## src/core/fbm_map.svh

```systemverilog
// register offsets, field positions and reset values of the fieldbus echo mapper
`ifndef FBM_MAP_SVH
`define FBM_MAP_SVH
`define FBM_CFG_OFS       12'h000
`define FBM_STAT_OFS      12'h004
`define FBM_OBYTE_OFS     12'h008
`define FBM_CFG_RESET     8'h00
`define FBM_CFG_TRIG_BIT  0
`define FBM_CFG_AUX_BIT   1
`define FBM_CFG_PHASE_BIT 2
`define FBM_CFG_BUSST_BIT 3
`define FBM_CFG_OC1_BIT   4
`define FBM_CFG_OC2_BIT   5
`define FBM_CFG_USE1_BIT  6
`define FBM_CFG_USE2_BIT  7
`define FBM_CFG_WIDTH     8
`define FBM_IN_TRIG_BIT   0
`define FBM_IN_AUX_BIT    2
`define FBM_IN_PHASE_BIT  7
`define FBM_OUT_DO1_BIT   0
`define FBM_OUT_DO2_BIT   1
`define FBM_BYTE_ZERO     8'h00
`define FBM_DIN_WIDTH     3
`define FBM_DIN_TRIG      0
`define FBM_DIN_AUX       2
`define FBM_BYTE_MSB        7
`define FBM_STAT_INRES_BIT  8
`define FBM_STAT_OUTRES_BIT 9
`define FBM_STAT_DO1_BIT    10
`define FBM_STAT_DO2_BIT    11
`define FBM_STAT_DIN_LSB    12
`define FBM_STAT_DIN_MSB    14
`endif

```

## src/core/fbm_pkg.sv

```systemverilog
// types shared by the fieldbus echo mapper
package fbm_pkg;
   // configuration fields carried as one packed group
   typedef struct packed {
      logic use2_bus;    // output 2 source is the fieldbus
      logic use1_bus;    // output 1 source is the fieldbus
      logic oc2_en;      // output 2 control enable
      logic oc1_en;      // output 1 control enable
      logic start_bus;   // reading-phase start taken from the fieldbus
      logic phase_en;    // phase echo enable
      logic aux_en;      // aux input echo enable
      logic trig_en;     // trigger echo enable
   } fbm_cfg_t;
   // area framing towards the payload driver
   typedef struct packed {
      logic       in_reserved;   // input byte 0 reserved for echo
      logic       out_reserved;  // output byte 0 reserved for control
      logic [7:0] in_byte0;      // echo byte for input area
   } fbm_frame_t;
endpackage

```

## src/core/fbm_mapper.sv

```systemverilog
// fieldbus io echo mapper: input byte 0 echo, output byte 0 control, apb config
// Functional notes
// - trigger echo puts trigger line in bit 0
// - aux echo puts input 3 in bit 2
// - phase echo puts reading phase in bit 7
// - phase echo only when start from bus
// - any echo reserves input byte 0
// - no echo: payload starts input byte 0
// - output control reserves output byte 0
// - no output control: payload at byte 0
// - output 1 follows output bit 0
// - output 2 follows output bit 1
// - control only when use selects fieldbus
//
// Chosen here: the placing of the registers and register access over APB.
`include "fbm_map.svh"
module fbm_mapper (
   input  wire logic              pclk,          // system clock, 125 MHz
   input  wire logic              presetn,       // async reset, active low
   input  wire logic              psel,          // apb select
   input  wire logic              penable,       // apb access phase
   input  wire logic              pwrite,        // apb write
   input  wire logic [11:0]       paddr,         // apb byte address
   input  wire logic [31:0]       pwdata,        // apb write data
   input  wire logic [3:0]        pstrb,         // apb byte strobes
   output logic      [31:0]       prdata,        // apb read data
   output logic                   pready,        // apb ready
   output logic                   pslverr,       // apb error on unmapped address
   input  wire logic [2:0]        din_pins,      // digital inputs 1..3 from pins
   input  wire logic              phase_active,  // reading phase, same clock domain
   input  wire logic              obyte_valid,   // new output byte 0 from master
   input  wire logic [7:0]        obyte,         // output area byte 0 from master
   output fbm_pkg::fbm_frame_t    frame,         // framing for payload driver
   output logic                   dout1,         // digital output 1 from bus
   output logic                   dout2,         // digital output 2 from bus
   output logic                   dout1_bus,     // output 1 owned by fieldbus
   output logic                   dout2_bus      // output 2 owned by fieldbus
);
   import fbm_pkg::*;

   // synchronised input lines
   logic [`FBM_DIN_WIDTH-1:0] din_s;            // pins after two flops

   fbm_sync #(
      .W (`FBM_DIN_WIDTH)
   ) u_sync (
      .pclk    (pclk),
      .presetn (presetn),
      .d_async (din_pins),
      .q_sync  (din_s)
   );

   // configuration state
   fbm_cfg_t    cfg_reg;         // software configuration
   fbm_cfg_t    cfg_next;
   logic [7:0]  obyte_reg;       // latest output byte 0 from master
   logic [7:0]  obyte_next;
   logic [31:0] prdata_reg;      // registered read data
   logic [31:0] prdata_next;
   logic        pslverr_reg;     // registered error answer
   logic        pslverr_next;
   fbm_frame_t  frame_reg;       // registered framing
   fbm_frame_t  frame_next;
   logic        dout1_reg;       // registered output 1
   logic        dout1_next;
   logic        dout2_reg;       // registered output 2
   logic        dout2_next;

   // decoded effective enables
   logic        phase_eff;       // phase echo actually in force
   logic        oc1_eff;         // output 1 control actually in force
   logic        oc2_eff;         // output 2 control actually in force
   logic        in_res;          // input byte 0 reserved
   logic        out_res;         // output byte 0 reserved
   logic [7:0]  echo;            // echo byte under construction
   logic        access;          // apb access phase strobe
   logic        hit_cfg;         // address hits configuration word
   logic        hit_stat;        // address hits status word
   logic        hit_obyte;       // address hits output byte word

   // effective options; setting is stored but masked when its source is wrong
   always_comb begin
      phase_eff = cfg_reg.phase_en & cfg_reg.start_bus;
      oc1_eff   = cfg_reg.oc1_en & cfg_reg.use1_bus;
      oc2_eff   = cfg_reg.oc2_en & cfg_reg.use2_bus;
      in_res    = cfg_reg.trig_en | cfg_reg.aux_en | phase_eff;
      out_res   = oc1_eff | oc2_eff;
   end

   // echo byte: bits of disabled options stay zero
   always_comb begin
      echo = `FBM_BYTE_ZERO;
      echo[`FBM_IN_TRIG_BIT]  = cfg_reg.trig_en & din_s[`FBM_DIN_TRIG];
      echo[`FBM_IN_AUX_BIT]   = cfg_reg.aux_en & din_s[`FBM_DIN_AUX];
      echo[`FBM_IN_PHASE_BIT] = phase_eff & phase_active;
   end

   // apb decode; single-cycle access phase, no wait states
   always_comb begin
      access    = psel & penable;
      hit_cfg   = (paddr == `FBM_CFG_OFS);
      hit_stat  = (paddr == `FBM_STAT_OFS);
      hit_obyte = (paddr == `FBM_OBYTE_OFS);
   end

   // next state for configuration, read data and error answer
   always_comb begin
      cfg_next     = cfg_reg;
      prdata_next  = prdata_reg;
      pslverr_next = 1'b0;
      if (psel & ~penable) begin
         // setup: prepare the answer so it stands in the access cycle
         pslverr_next = ~(hit_cfg | hit_stat | hit_obyte);
         prdata_next  = 32'h0000_0000;
         if (!pwrite) begin
            if (hit_cfg) begin
               prdata_next[`FBM_CFG_WIDTH-1:0] = cfg_reg;
            end else if (hit_stat) begin
               prdata_next[`FBM_BYTE_MSB:0]         = frame_reg.in_byte0;
               prdata_next[`FBM_STAT_INRES_BIT]     = frame_reg.in_reserved;
               prdata_next[`FBM_STAT_OUTRES_BIT]    = frame_reg.out_reserved;
               prdata_next[`FBM_STAT_DO1_BIT]       = dout1_reg;
               prdata_next[`FBM_STAT_DO2_BIT]       = dout2_reg;
               prdata_next[`FBM_STAT_DIN_MSB:`FBM_STAT_DIN_LSB] = din_s;
            end else if (hit_obyte) begin
               prdata_next[`FBM_BYTE_MSB:0] = obyte_reg;
            end
         end
      end else if (access) begin
         pslverr_next = pslverr_reg;
         // write takes effect only on the completing edge
         if (pwrite && hit_cfg && pstrb[0]) begin
            cfg_next = fbm_cfg_t'(pwdata[`FBM_CFG_WIDTH-1:0]);
         end
      end
   end

   // output area byte 0 capture; only reserved byte steers outputs
   always_comb begin
      obyte_next = obyte_reg;
      if (obyte_valid) begin
         obyte_next = obyte;
      end
   end

   // framing and digital outputs; other bits of obyte are ignored
   always_comb begin
      frame_next.in_reserved  = in_res;
      frame_next.out_reserved = out_res;
      frame_next.in_byte0     = in_res ? echo : `FBM_BYTE_ZERO;
      dout1_next = oc1_eff & obyte_reg[`FBM_OUT_DO1_BIT];
      dout2_next = oc2_eff & obyte_reg[`FBM_OUT_DO2_BIT];
   end

   // registers
   always_ff @(posedge pclk or negedge presetn) begin
      if (!presetn) begin
         cfg_reg     <= fbm_cfg_t'(`FBM_CFG_RESET);
         obyte_reg   <= `FBM_BYTE_ZERO;
         prdata_reg  <= 32'h0000_0000;
         pslverr_reg <= 1'b0;
         frame_reg   <= '0;
         dout1_reg   <= 1'b0;
         dout2_reg   <= 1'b0;
      end else begin
         cfg_reg     <= cfg_next;
         obyte_reg   <= obyte_next;
         prdata_reg  <= prdata_next;
         pslverr_reg <= pslverr_next;
         frame_reg   <= frame_next;
         dout1_reg   <= dout1_next;
         dout2_reg   <= dout2_next;
      end
   end

   // outputs; ownership flags are combinational so the output mux flips at once
   assign prdata    = prdata_reg;
   assign pready    = 1'b1;
   assign pslverr   = pslverr_reg & access;
   assign frame     = frame_reg;
   assign dout1     = dout1_reg;
   assign dout2     = dout2_reg;
   assign dout1_bus = oc1_eff;
   assign dout2_bus = oc2_eff;
endmodule

```

## src/core/fbm_sync.sv

```systemverilog
// two-flop synchroniser for a group of asynchronous input lines
module fbm_sync #(
   parameter int W = 1
) (
   input  wire logic         pclk,     // system clock
   input  wire logic         presetn,  // async reset, active low
   input  wire logic [W-1:0] d_async,  // lines from pins
   output logic      [W-1:0] q_sync    // synchronised lines
);
   logic [W-1:0] meta_reg;  // first stage, read only by the second
   logic [W-1:0] sync_reg;  // second stage
   logic [W-1:0] meta_next;
   logic [W-1:0] sync_next;

   // next values: shift one stage
   always_comb begin
      meta_next = d_async;
      sync_next = meta_reg;
   end

   // registers
   always_ff @(posedge pclk or negedge presetn) begin
      if (!presetn) begin
         meta_reg <= '0;
         sync_reg <= '0;
      end else begin
         meta_reg <= meta_next;
         sync_reg <= sync_next;
      end
   end

   assign q_sync = sync_reg;
endmodule

```

## config.mk

```make
export PLATFORM = sky130hd
export DESIGN_NAME = fbm_mapper
export DESIGN_NICKNAME = d
export VERILOG_FILES = /design/src/core/fbm_pkg.sv /design/src/core/fbm_mapper.sv /design/src/core/fbm_sync.sv
export VERILOG_INCLUDE_DIRS = /design/src /design/src/core
export SDC_FILE = /design/constraint.sdc
export NUM_CORES = 1
export LEC_CHECK = 0
export ABC_AREA = 0
export BUFFER_PORTS_ARGS = -buffer_cell sky130_fd_sc_hd__buf_2
export CORE_UTILIZATION = 40
export CTS_CLUSTER_DIAMETER = 150
export CTS_CLUSTER_SIZE = 28
export DETAILED_ROUTE_END_ITERATION = 16
export PLACE_DENSITY = 0.74
export SLEW_MARGIN = 5
export SYNTH_ARGS = -nofsm -noshare
export SYNTH_HDL_FRONTEND = slang
export SYNTH_HIERARCHICAL = 1
export SYNTH_SLANG_ARGS = --single-unit
```

## constraint.sdc

```tcl
create_clock -name pclk -period 2.49 [get_ports pclk]
set_input_delay 0.498 -clock pclk [delete_from_list [all_inputs] [get_ports pclk]]
set_output_delay 0.498 -clock pclk [all_outputs]
set_load 0.005 [all_outputs]
```

* Word-level counts from Yosys, hierarchy flattened
Cells that the tools add are included.
Word-level totals: memory bits (writable) 0, latch bits 0, flip-flop bits (word level) 50, bits in read-only memories 0, word-level logic and storage cells 53, memories kept 0
Cells by class: shift-type cells 0, eq/ne operators 3, reductions and logical operators 4, add/sub/neg operators 0, div/mod/pow operators 0, $mul 0, order comparisons 0, bitwise gates (word level) 19, multiplexer cells 9
Operator list (count):
- two-way mux 8 bit | 4
- two-way mux 15 bit | 1
- two-way mux 7 bit | 2
- equality test 12 x 3 -> 1 bit, second input constant | 1
- equality test 12 x 4 -> 1 bit, second input constant | 1
- logical NOT 12 bit | 1
- bitwise AND 1 bit | 11
- OR 1 bit | 5
- inverter 1 bit | 3
- AND reduction 3 bit | 1
- logical AND 1 bit | 2
- two-way mux 1 bit | 2
- != test 2 x 1 -> 1 bit, second input constant | 1

* Longest topological paths before layout
Gate-level depths: netlist (run 1).
word-level depth 5, depth in mapped cells 5

* Hierarchy
The synthesis (run 1) kept the hierarchy.
Modules (own cells, without submodules):
- fbm_mapper | cells an instance 161, area an instance 1878.1 µm², seq. area each 975.9 µm², times used 1
- fbm_sync | cells an instance 6, area an instance 150.1 µm², seq. area each 150.1 µm², times used 1

* Worst setup path after synthesis (run 1)
No wires, ideal clock.
kind in2reg, from input paddr[2], to register cfg_reg[0] in the netlist's numbering, path buffers 2, setup slack 0.837 ns, arrival time 1.528 ns, required time 2.365 ns, stages 5, library setup time 0.125 ns, cells stage by stage buf_2 -> nor4bb_1 -> and4_1 -> buf_6 -> mux2_4
Between the ends: cells in the longest elaborated chain, start to end 4
RTL lines:
- start: declaration | RTL line fbm_mapper.sv:23 | input wire logic [11:0] paddr,
- logical NOT 12 bit (no line)
- logical AND 1 bit (2 in a row) | RTL line fbm_mapper.sv:132 | if (pwrite && hit_cfg && pstrb[0]) begin
- AND reduction 3 bit (no line)
- end signal: assignment | RTL line fbm_mapper.sv:158 | cfg_reg <= fbm_cfg_t'(`FBM_CFG_RESET);
- end signal: assignment | RTL line fbm_mapper.sv:166 | cfg_reg <= cfg_next;
- end: declaration | RTL line fbm_mapper.sv:54 | fbm_cfg_t cfg_reg;
No other way between the ends. A chain may end at the register's enable or synchronous reset.

* Worst setup path after layout (run 1)
from input paddr[9], to register cfg_reg[1] in the netlist's numbering
Same word-level chain as after synthesis.

==> results.txt, run 1 <==
- The mapped netlist covers approximately 2000 um2.
- Slowest Stage Delay on Critical Path: 590 ps
- The run finished with clean final reports.
* Library cell used as clock root buffer: sky130_fd_sc_hd__clkbuf_8
* Synth warnings: 6
- Summed over all layers, the routed wires come to about 3.6 mm.
- The cell count after synthesis came out at ~170.
- The slowest stage of the critical path belongs to the cell sky130_fd_sc_hd__and4_1.
- In the final routed layout, each cell accounts on average for 12.2 um.
- Number of buffers added by the clock tree synthesis step: 5
- Headroom to the max-slew limit: 61.2%
* Share of the core filled with cells in the final layout: between 40% and 50%
- Entering global routing, the biggest net connects 46 pins.
- H-tree level count: 2
- The number of hold-slack violations in the final timing report was 0.
- TritonCTS built the clock tree.
- After legalization and detailed placement, the total HPWL measured ~2.9 mm.
* Total power draw: roughly 1.3 mW
- Setup violations remaining at the end of the flow were counted as 0.
- about 110 I/O pins were placed.
- Dividing the final minimum period by the clock period gives 70.1%.
- Slew Limit Fails: 0
- In this run, placement finished with an instance count of a little under 300.
* Syn Area/Cell: about 12 um2
- IR analysis of the VDD net gives a maximum drop of 0.412 mV.
* Number of buffers added for setup after CTS: 0
* Critical path data required time: about 2700 ps
* Final Net Count: 296
* Static Leak: between 1 and 1.5 nW
- Summing over every cut layer, the via total after detailed routing is roughly 1.4k.
- The initial antenna violation count came to 0.
- Area growth, synth to finish: 17.9%
* Count of unresolved DRC violations after routing: 0
* Unrepaired setup endpoints after global routing: false
- The library cell used most frequently in the layout, excluding fill and tap cells, is sky130_fd_sc_hd__buf_2.
- Count of buffers inserted at the top-level ports: 63
- Total gr overflow: 0
- Of the synthesized area, sequential elements account for a little under three fifths.
- Average vias per placed instance: 4.55
- In this run, synthesis produced a sequential element count of between 40 and 50.
* Pin slew with the least headroom to its limit: between 500 and 600 ps
* Minimum setup slack in the final design: around 750 ps
- The critical path is of the input port to flop type.
* Initial core utilization: between 40% and 50%
* Die Height: between 70 and 80 um
* Power density over cell area: between 500 and 600 nW/um2
- The later pin in the worst-skew pair is clocked with a latency of slightly below 300 ps.
* Number of core rows: 25
- The worst setup path is launched from an input port.
- The first global-routing pass estimated between 5 and 6 mm of wire.
- The signal on the critical path passes through buf_2, nor4_4, and4_1, mux2_4.
* Maximum root-to-sink buffer count: 2
- Maximum Capacitance Violations: 0
- The die covers 5360 um2.
- Clk pin slew, worst setup/hold paths: approximately 70 ps
- The tightest min-delay check is of the input port to asynchronous set/reset pin type.
- Antenna-violating nets left: 0
- The total area inside the core boundary comes to 4790 um2.
- For this design, the sink count on the clock tree is 45.
* Via count of the first global-routing pass: between 1k and 1.5k
- Derived from the worst setup path, the maximum achievable clock frequency is 0.573 GHz.
- Fraction of final layout cells with drive strength greater than 1: between 30% and 40%
- Number of cells upsized or downsized after cts: 0
* DRT iter0 DRCs: 37
- Critical Path Fanout Max: 8
- The smallest clock period supported by the final layout is computed as 1740 ps.
- Data arrival time at the worst-slack endpoint: 1920 ps
- For this run, the total global-route usage over all layers was measured as 15.0%.
* Max reg flops: 15
- Setup TNS: 0 ps
* Kind of end point of the critical path: flop
- Pre-CTS setup slack: roughly 440 ps
* CTS Hold Bufs: 0
- Synthesis instantiated 28 different standard cells from the library.
- The number of antenna diodes in the final layout is 0.
* Horizontal die dimension: 73.2 um
* Skew final: between 3 and 4 ps
- Routability-driven placement finished with a final weighted congestion of ~0.85.
- First-pass DRT Iterations: 4
- Commonest cells after routing, fill and taps aside: 63 x sky130_fd_sc_hd__buf_2, 45 x sky130_fd_sc_hd__dfrtp_1, 23 x sky130_fd_sc_hd__conb_1
* Number of standard cells in the layout, taps in and fillers out: roughly 300
critical path, delay by kind of cell:
family        cells  cell delay, ps
buf+inv           1             110
mux               1             350
simple gates      2             970
path summary, 6_finish.rpt:
path,end,cells after the start,slack (ps),start
worst max-delay path,cfg_reg[1]$_DFFE_PN0P_,4,750,paddr[9]
min in group pclk,u_sync/meta_reg[0]$_DFF_PN0_,1,300,din_pins[0]
worst max register to register,frame[8]$_DFF_PN0_,2,1500,cfg_reg[6]$_DFFE_PN0P_
max in group asynchronous,u_sync/q_sync[1]$_DFF_PN0_,2,1860,presetn
worst min-delay path,cfg_reg[4]$_DFFE_PN0P_,2,270,presetn
worst min register to register,u_sync/q_sync[0]$_DFF_PN0_,0,360,u_sync/meta_reg[0]$_DFF_PN0_
layer usage:
metal	global-route usage (%)	part of all wire (%)	up-vias
met3	5.25	7.8	6
met4	5.88	1.5	0
met5	0	0	-
li1	-	-	648
met2	23.7	47	63
met1	18.8	44	639
kinds of logic (layout without fill, tap and decap cells):
logic type	Yosys count	after routing	synth area share, %
DFF	45	45	55.5
and+or+nand+nor	40	40	12.5
buffers and inverters	36	79	11.4
muxes	24	24	14.3
AOI/OAI and AO/OA	20	20	5.86
other	2	23	0.370
final cells by class:
type	count	area, um2
clock buffers	6	72.6
clock inverters	2	10.0
fillers	440	2390
inverters	7	26.3
multi-input cells	107	749
flip-flops and latches	45	1130
well taps	67	83.8
repair buffers	64	323
power breakdown:
part	switching, mW	internal, mW	total [mW]
Combinational	0.0571	0.0477	0.105
Sequential	0.00989	0.749	0.759
Clock	0.229	0.194	0.423
metrics by stage:
stage	area, um2	hold WS [ps]
after floorplan	2110	202
after global placement	2310	332
after detailed placement	2310	351
after CTS	2390	282
after global routing	2390	286
final	2390	271
cell usage after synthesis (all sizes together):
library cell	number	area share, %
a211o	1	0.43
a2bb2oi	3	1.3
a41oi	1	0.43
and2	4	1.2
and3	4	1.2
and4	1	0.43
buf	26	9.6
clkbuf	3	0.56
conb	2	0.37
dfrtp	45	56
inv	7	1.3
mux2	16	10
mux2i	8	3.9
nand2	16	3.0
nand2b	1	0.31
nand4	3	0.93
nor2	1	0.18
nor2b	1	0.31
nor3b	1	0.37
nor4	2	2.1
nor4b	2	0.86
nor4bb	2	0.99
o21ai	15	3.7
or2	2	0.62
Note: power is estimated with default switching activity, not from simulation.
==> run 2: changes to the inputs <==
- ABC_AREA: 0 -> 1
- PLACE_DENSITY: 0.74 -> 0.75
- clock period: 2.49 -> 1.53 ns (I/O delays scaled with it)
==> run 2 against run 1 <==
  * Combinational power up 65%
  * Via count up 19%
  * Critical endpoint is now dout1_bus
  * Flip-flop and latch count stayed put
  * Design area increased by 6.6%
  * Highest routed layer unchanged
  * Synthesized cell count is 42% higher
  * Global-route usage rose by 1.5 points
  * Die area grew 6.3%
==> results.txt, run 2 <==
- Outcome: finished, final reports clean
* Unrepaired setup endpoints after global routing: false
* Hold_ws: roughly 110 ps
- Synth async-reset ratio: 100%
- Counting the fill cells in the layout gives around 500.
- The number of pins with negative max-slew slack in the final report was 0.
* Critical-path cell list: nand2_1, inv_1, buf_2
- The synthesized netlist devotes 22.5% of its cell area to simple gates.
- A synthesized cell averages just over 9 um2.
- Counting instances, the worst hold path has a depth of 1.
- Maximum root-to-sink buffer count: 2
- The synthesized netlist devotes 0% of its cell area to adder and majority cells.
* Post-synthesis mux area share: roughly 3.1%
* Final Net Count: 368
- Cell types with the largest area share after synthesis: sky130_fd_sc_hd__dfrtp_1 52%, sky130_fd_sc_hd__nand2_1 11%, sky130_fd_sc_hd__buf_4 8.0%
- The floorplan step set the die width to approximately 75 um.
- The pre-antenna-repair detailed-routing pass consisted of 4 iterations.
* Synth warnings: 6
- Data arrival time at the worst-slack endpoint: between 1000 and 1500 ps
- Static timing analysis puts the maximum clock frequency at 0.756 GHz.
- Among all cell types in the netlist, the one instantiated most often is sky130_fd_sc_hd__nand2_1.
* Maximum vdd ir drop: around 0.52 mV
- Summing all multi-input logic gate instances after layout gives around 780 um2.
- Measured along the y axis, the die boundary spans 75.5 um.
* Skew final: between 8 and 9 ps
* Number of buffers added for setup after CTS: 0
- The root buffer cell chosen for the clock tree is sky130_fd_sc_hd__clkbuf_8.
- Top cell type's share of synthesized area: between 50% and 60%
- The first global-routing pass estimated a little under 7 mm of wire.
* Post-route fraction of the period consumed by the critical path: between 80% and 90%
- Using the TritonRoute via totals, the vias-per-cell ratio works out to approximately 4.3.
- In this run the standard cell core region covers between 5000 and 6000 um2.
* Max stage delay cell, worst path: sky130_fd_sc_hd__dfrtp_1
- The worst register-to-register path begins at cfg_reg[0]$_DFFE_PN0P_.
* Post-synth top flop: sky130_fd_sc_hd__dfrtp_1
- Count of buffers inserted at the top-level ports: 63
* Number of inserted diodes: 0
* Via count: between 1.5k and 2k
- Entering global routing, the biggest net connects 30 pins.
- Sequential cell area: 1130 um2
- Adding up every negative setup slack in the final design gives 0 ps.
* Power density over cell area: roughly 830 nW/um2
- CP bufs+invs: 2
* Number of cells on the worst reg-to-reg path: 6
- By area, the combinational part of the netlist is dominated by simple AND/OR/NAND/NOR gates.
- Maximum Capacitance Violations: 0
* Total wirelength of the detailed-routed design: around 4.2 mm
- The initial antenna violation count is 0.
- Count of endpoints failing hold in the final timing report: 0
- Final setup fails: 0
- Of all nets on the critical path, the largest fanout is 3.
- Crit path max-delay family: flip-flops
- Of the cells placed in the final design, the portion with a size suffix greater than 1 is ~32%.
- Number of different library cells in the post-synthesis netlist: 23
- Count of unresolved DRC violations after routing: 0
* Sinks on the clock net: 45
- Antenna-violating nets left: 0
* EDFF count, synth: 0
* Number of buffers added by the clock tree synthesis step: 5
* Largest area contributor in the synthesized netlist: sky130_fd_sc_hd__dfrtp_1
- After floorplanning, the core was divided into 26 placement rows.
* Mapped Cells: between 200 and 250
- Via count of the first global-routing pass: between 1k and 1.5k
- Area growth, synth to finish: 18.1%
- Commonest non-fill, non-tap cell in the layout: sky130_fd_sc_hd__buf_2
- Area share of xor/xnor cells in the synthesized design: 0%
- Kind of end point of the critical path: primary output
* Synthesized-area fraction occupied by ao, oa, aoi and oai cells: under 10%
- The clock tree synthesis step divided the H-tree into 2 levels.
- Counting I/O delays and the setup requirement, the final critical path takes ~1300 ps.
* Clock latency at the later pin of the worst-skew pair: around 300 ps
- In the layout the commonest cells are 63 x sky130_fd_sc_hd__buf_2, 62 x sky130_fd_sc_hd__nand2_1, 45 x sky130_fd_sc_hd__dfrtp_1.
- In this run the count of I/O pins placed on the die edge is 114.
- CTS tree: yes
* Overall fraction of global-route tracks in use: 16.5%
* Worst R2R End: prdata[0]$_DFFE_PN0P_
* Critical path data required time: ~1200 ps
* Most numerous cell types in the synthesized netlist: 62 x sky130_fd_sc_hd__nand2_1, 45 x sky130_fd_sc_hd__dfrtp_1, 26 x sky130_fd_sc_hd__nand3_1
- Critical path class: flop to primary output
- In this run the register-to-register setup slack is 630 ps.
- Max reg flops: 15
- Summed over all layers, the global routing overflow is 0.
* Worst Hold End: u_sync/meta_reg[0]$_DFF_PN0_
- At the end of routability-driven placement, the weighted congestion stood at 0.803.
- In this run, the number of DRC markers left after iteration 0 of detailed routing was 68.
- Area of the mapped netlist: ~2200 um2
- Type of element launching the critical path: flop
* Yosys reg bits: 45
* Slowest Stage Delay on Critical Path: 420 ps
- In this run the worst hold path is classified as input port to flop.
- The die covers 5700 um2.
- For this configuration, the core starts out at a cell density of between 40% and 50%.
- Placed wire-length estimate after detailed placement: 3.23 mm
- Clock-pin slew was measured on the worst setup and hold paths at 80 ps.
* Static Leak: around 1.5 nW
- Share of the core filled with cells in the final layout: between 40% and 50%
* Startpoint of the lowest-slack hold path: din_pins[0]
- Fraction of the yosys area taken by sequential cells: approximately 52%
* WL/cell: around 11 um
run 2: per-layer routing:
layer  share of wire, %  global-route usage (%)  vias up
li1                   -                       -      821
met1                 46                    22.7      722
met2                 46                    24.5       60
met3                5.8                    4.23        7
met4                2.1                    7.41        0
met5                  0                       0        -
run 2: cell type report:
cell class                      instances  area share (%)
Timing Repair Buffer                   67            14.6
Tap cell                               70            3.43
Multi-Input combinational cell        157            30.5
Inverter                               26            3.83
Clock buffer                            6            2.85
Sequential cell                        45            44.2
Clock inverter                          2           0.589
run 2: metrics by stage:
| step | instances | instance area, um2 | setup slack, ps | total power, mW |
|---|---|---|---|---|
| finish | 373 | 2550 | 208 | 2.13 |
| global route | 373 | 2550 | 154 | 2.23 |
| CTS | 373 | 2550 | 198 | 2.15 |
| detailed placement | 364 | 2450 | 89.8 | 1.43 |
| global placement | 364 | 2450 | 125 | 1.43 |
| floorplan | 258 | 2240 | 364 | 1.38 |
run 2: cell families after synthesis:
| kind of cell | Yosys count |
|---|---|
| buffers and inverters | 56 |
| AO/OA/AOI/OAI | 20 |
| AND/OR/NAND/NOR | 108 |
| multiplexers | 6 |
| other | 2 |
| flip-flops | 45 |
run 2: worst max-delay path by stage:
| stage | startpoint | end | slack [ps] | depth (start not counted) |
|---|---|---|---|---|
| CTS | cfg_reg[6]$_DFFE_PN0P_ | dout1_bus | 200 | 3 |
| global placement | paddr[1] | cfg_reg[2]$_DFFE_PN0P_ | 130 | 7 |
| floorplan | paddr[1] | cfg_reg[5]$_DFFE_PN0P_ | 360 | 7 |
| global route | cfg_reg[6]$_DFFE_PN0P_ | dout1_bus | 150 | 3 |
| detailed placement | paddr[1] | cfg_reg[7]$_DFFE_PN0P_ | 90 | 7 |
| finish | cfg_reg[6]$_DFFE_PN0P_ | dout1_bus | 210 | 3 |
run 2: what timing repair did:
item                                   4_1_cts  5_1_grt
setup endpoints to repair                    0        0
gates resized for setup                      0        0
hold buffers                                 1        0
endpoints found under the hold margin       16        0
run 2: where the power goes:
| part | total [mW] | internal, mW | switching (mW) |
|---|---|---|---|
| combinational | 0.173 | 0.0710 | 0.102 |
| sequential | 1.24 | 1.22 | 0.0163 |
| clock | 0.716 | 0.322 | 0.394 |
| total | 2.13 | 1.61 | 0.512 |
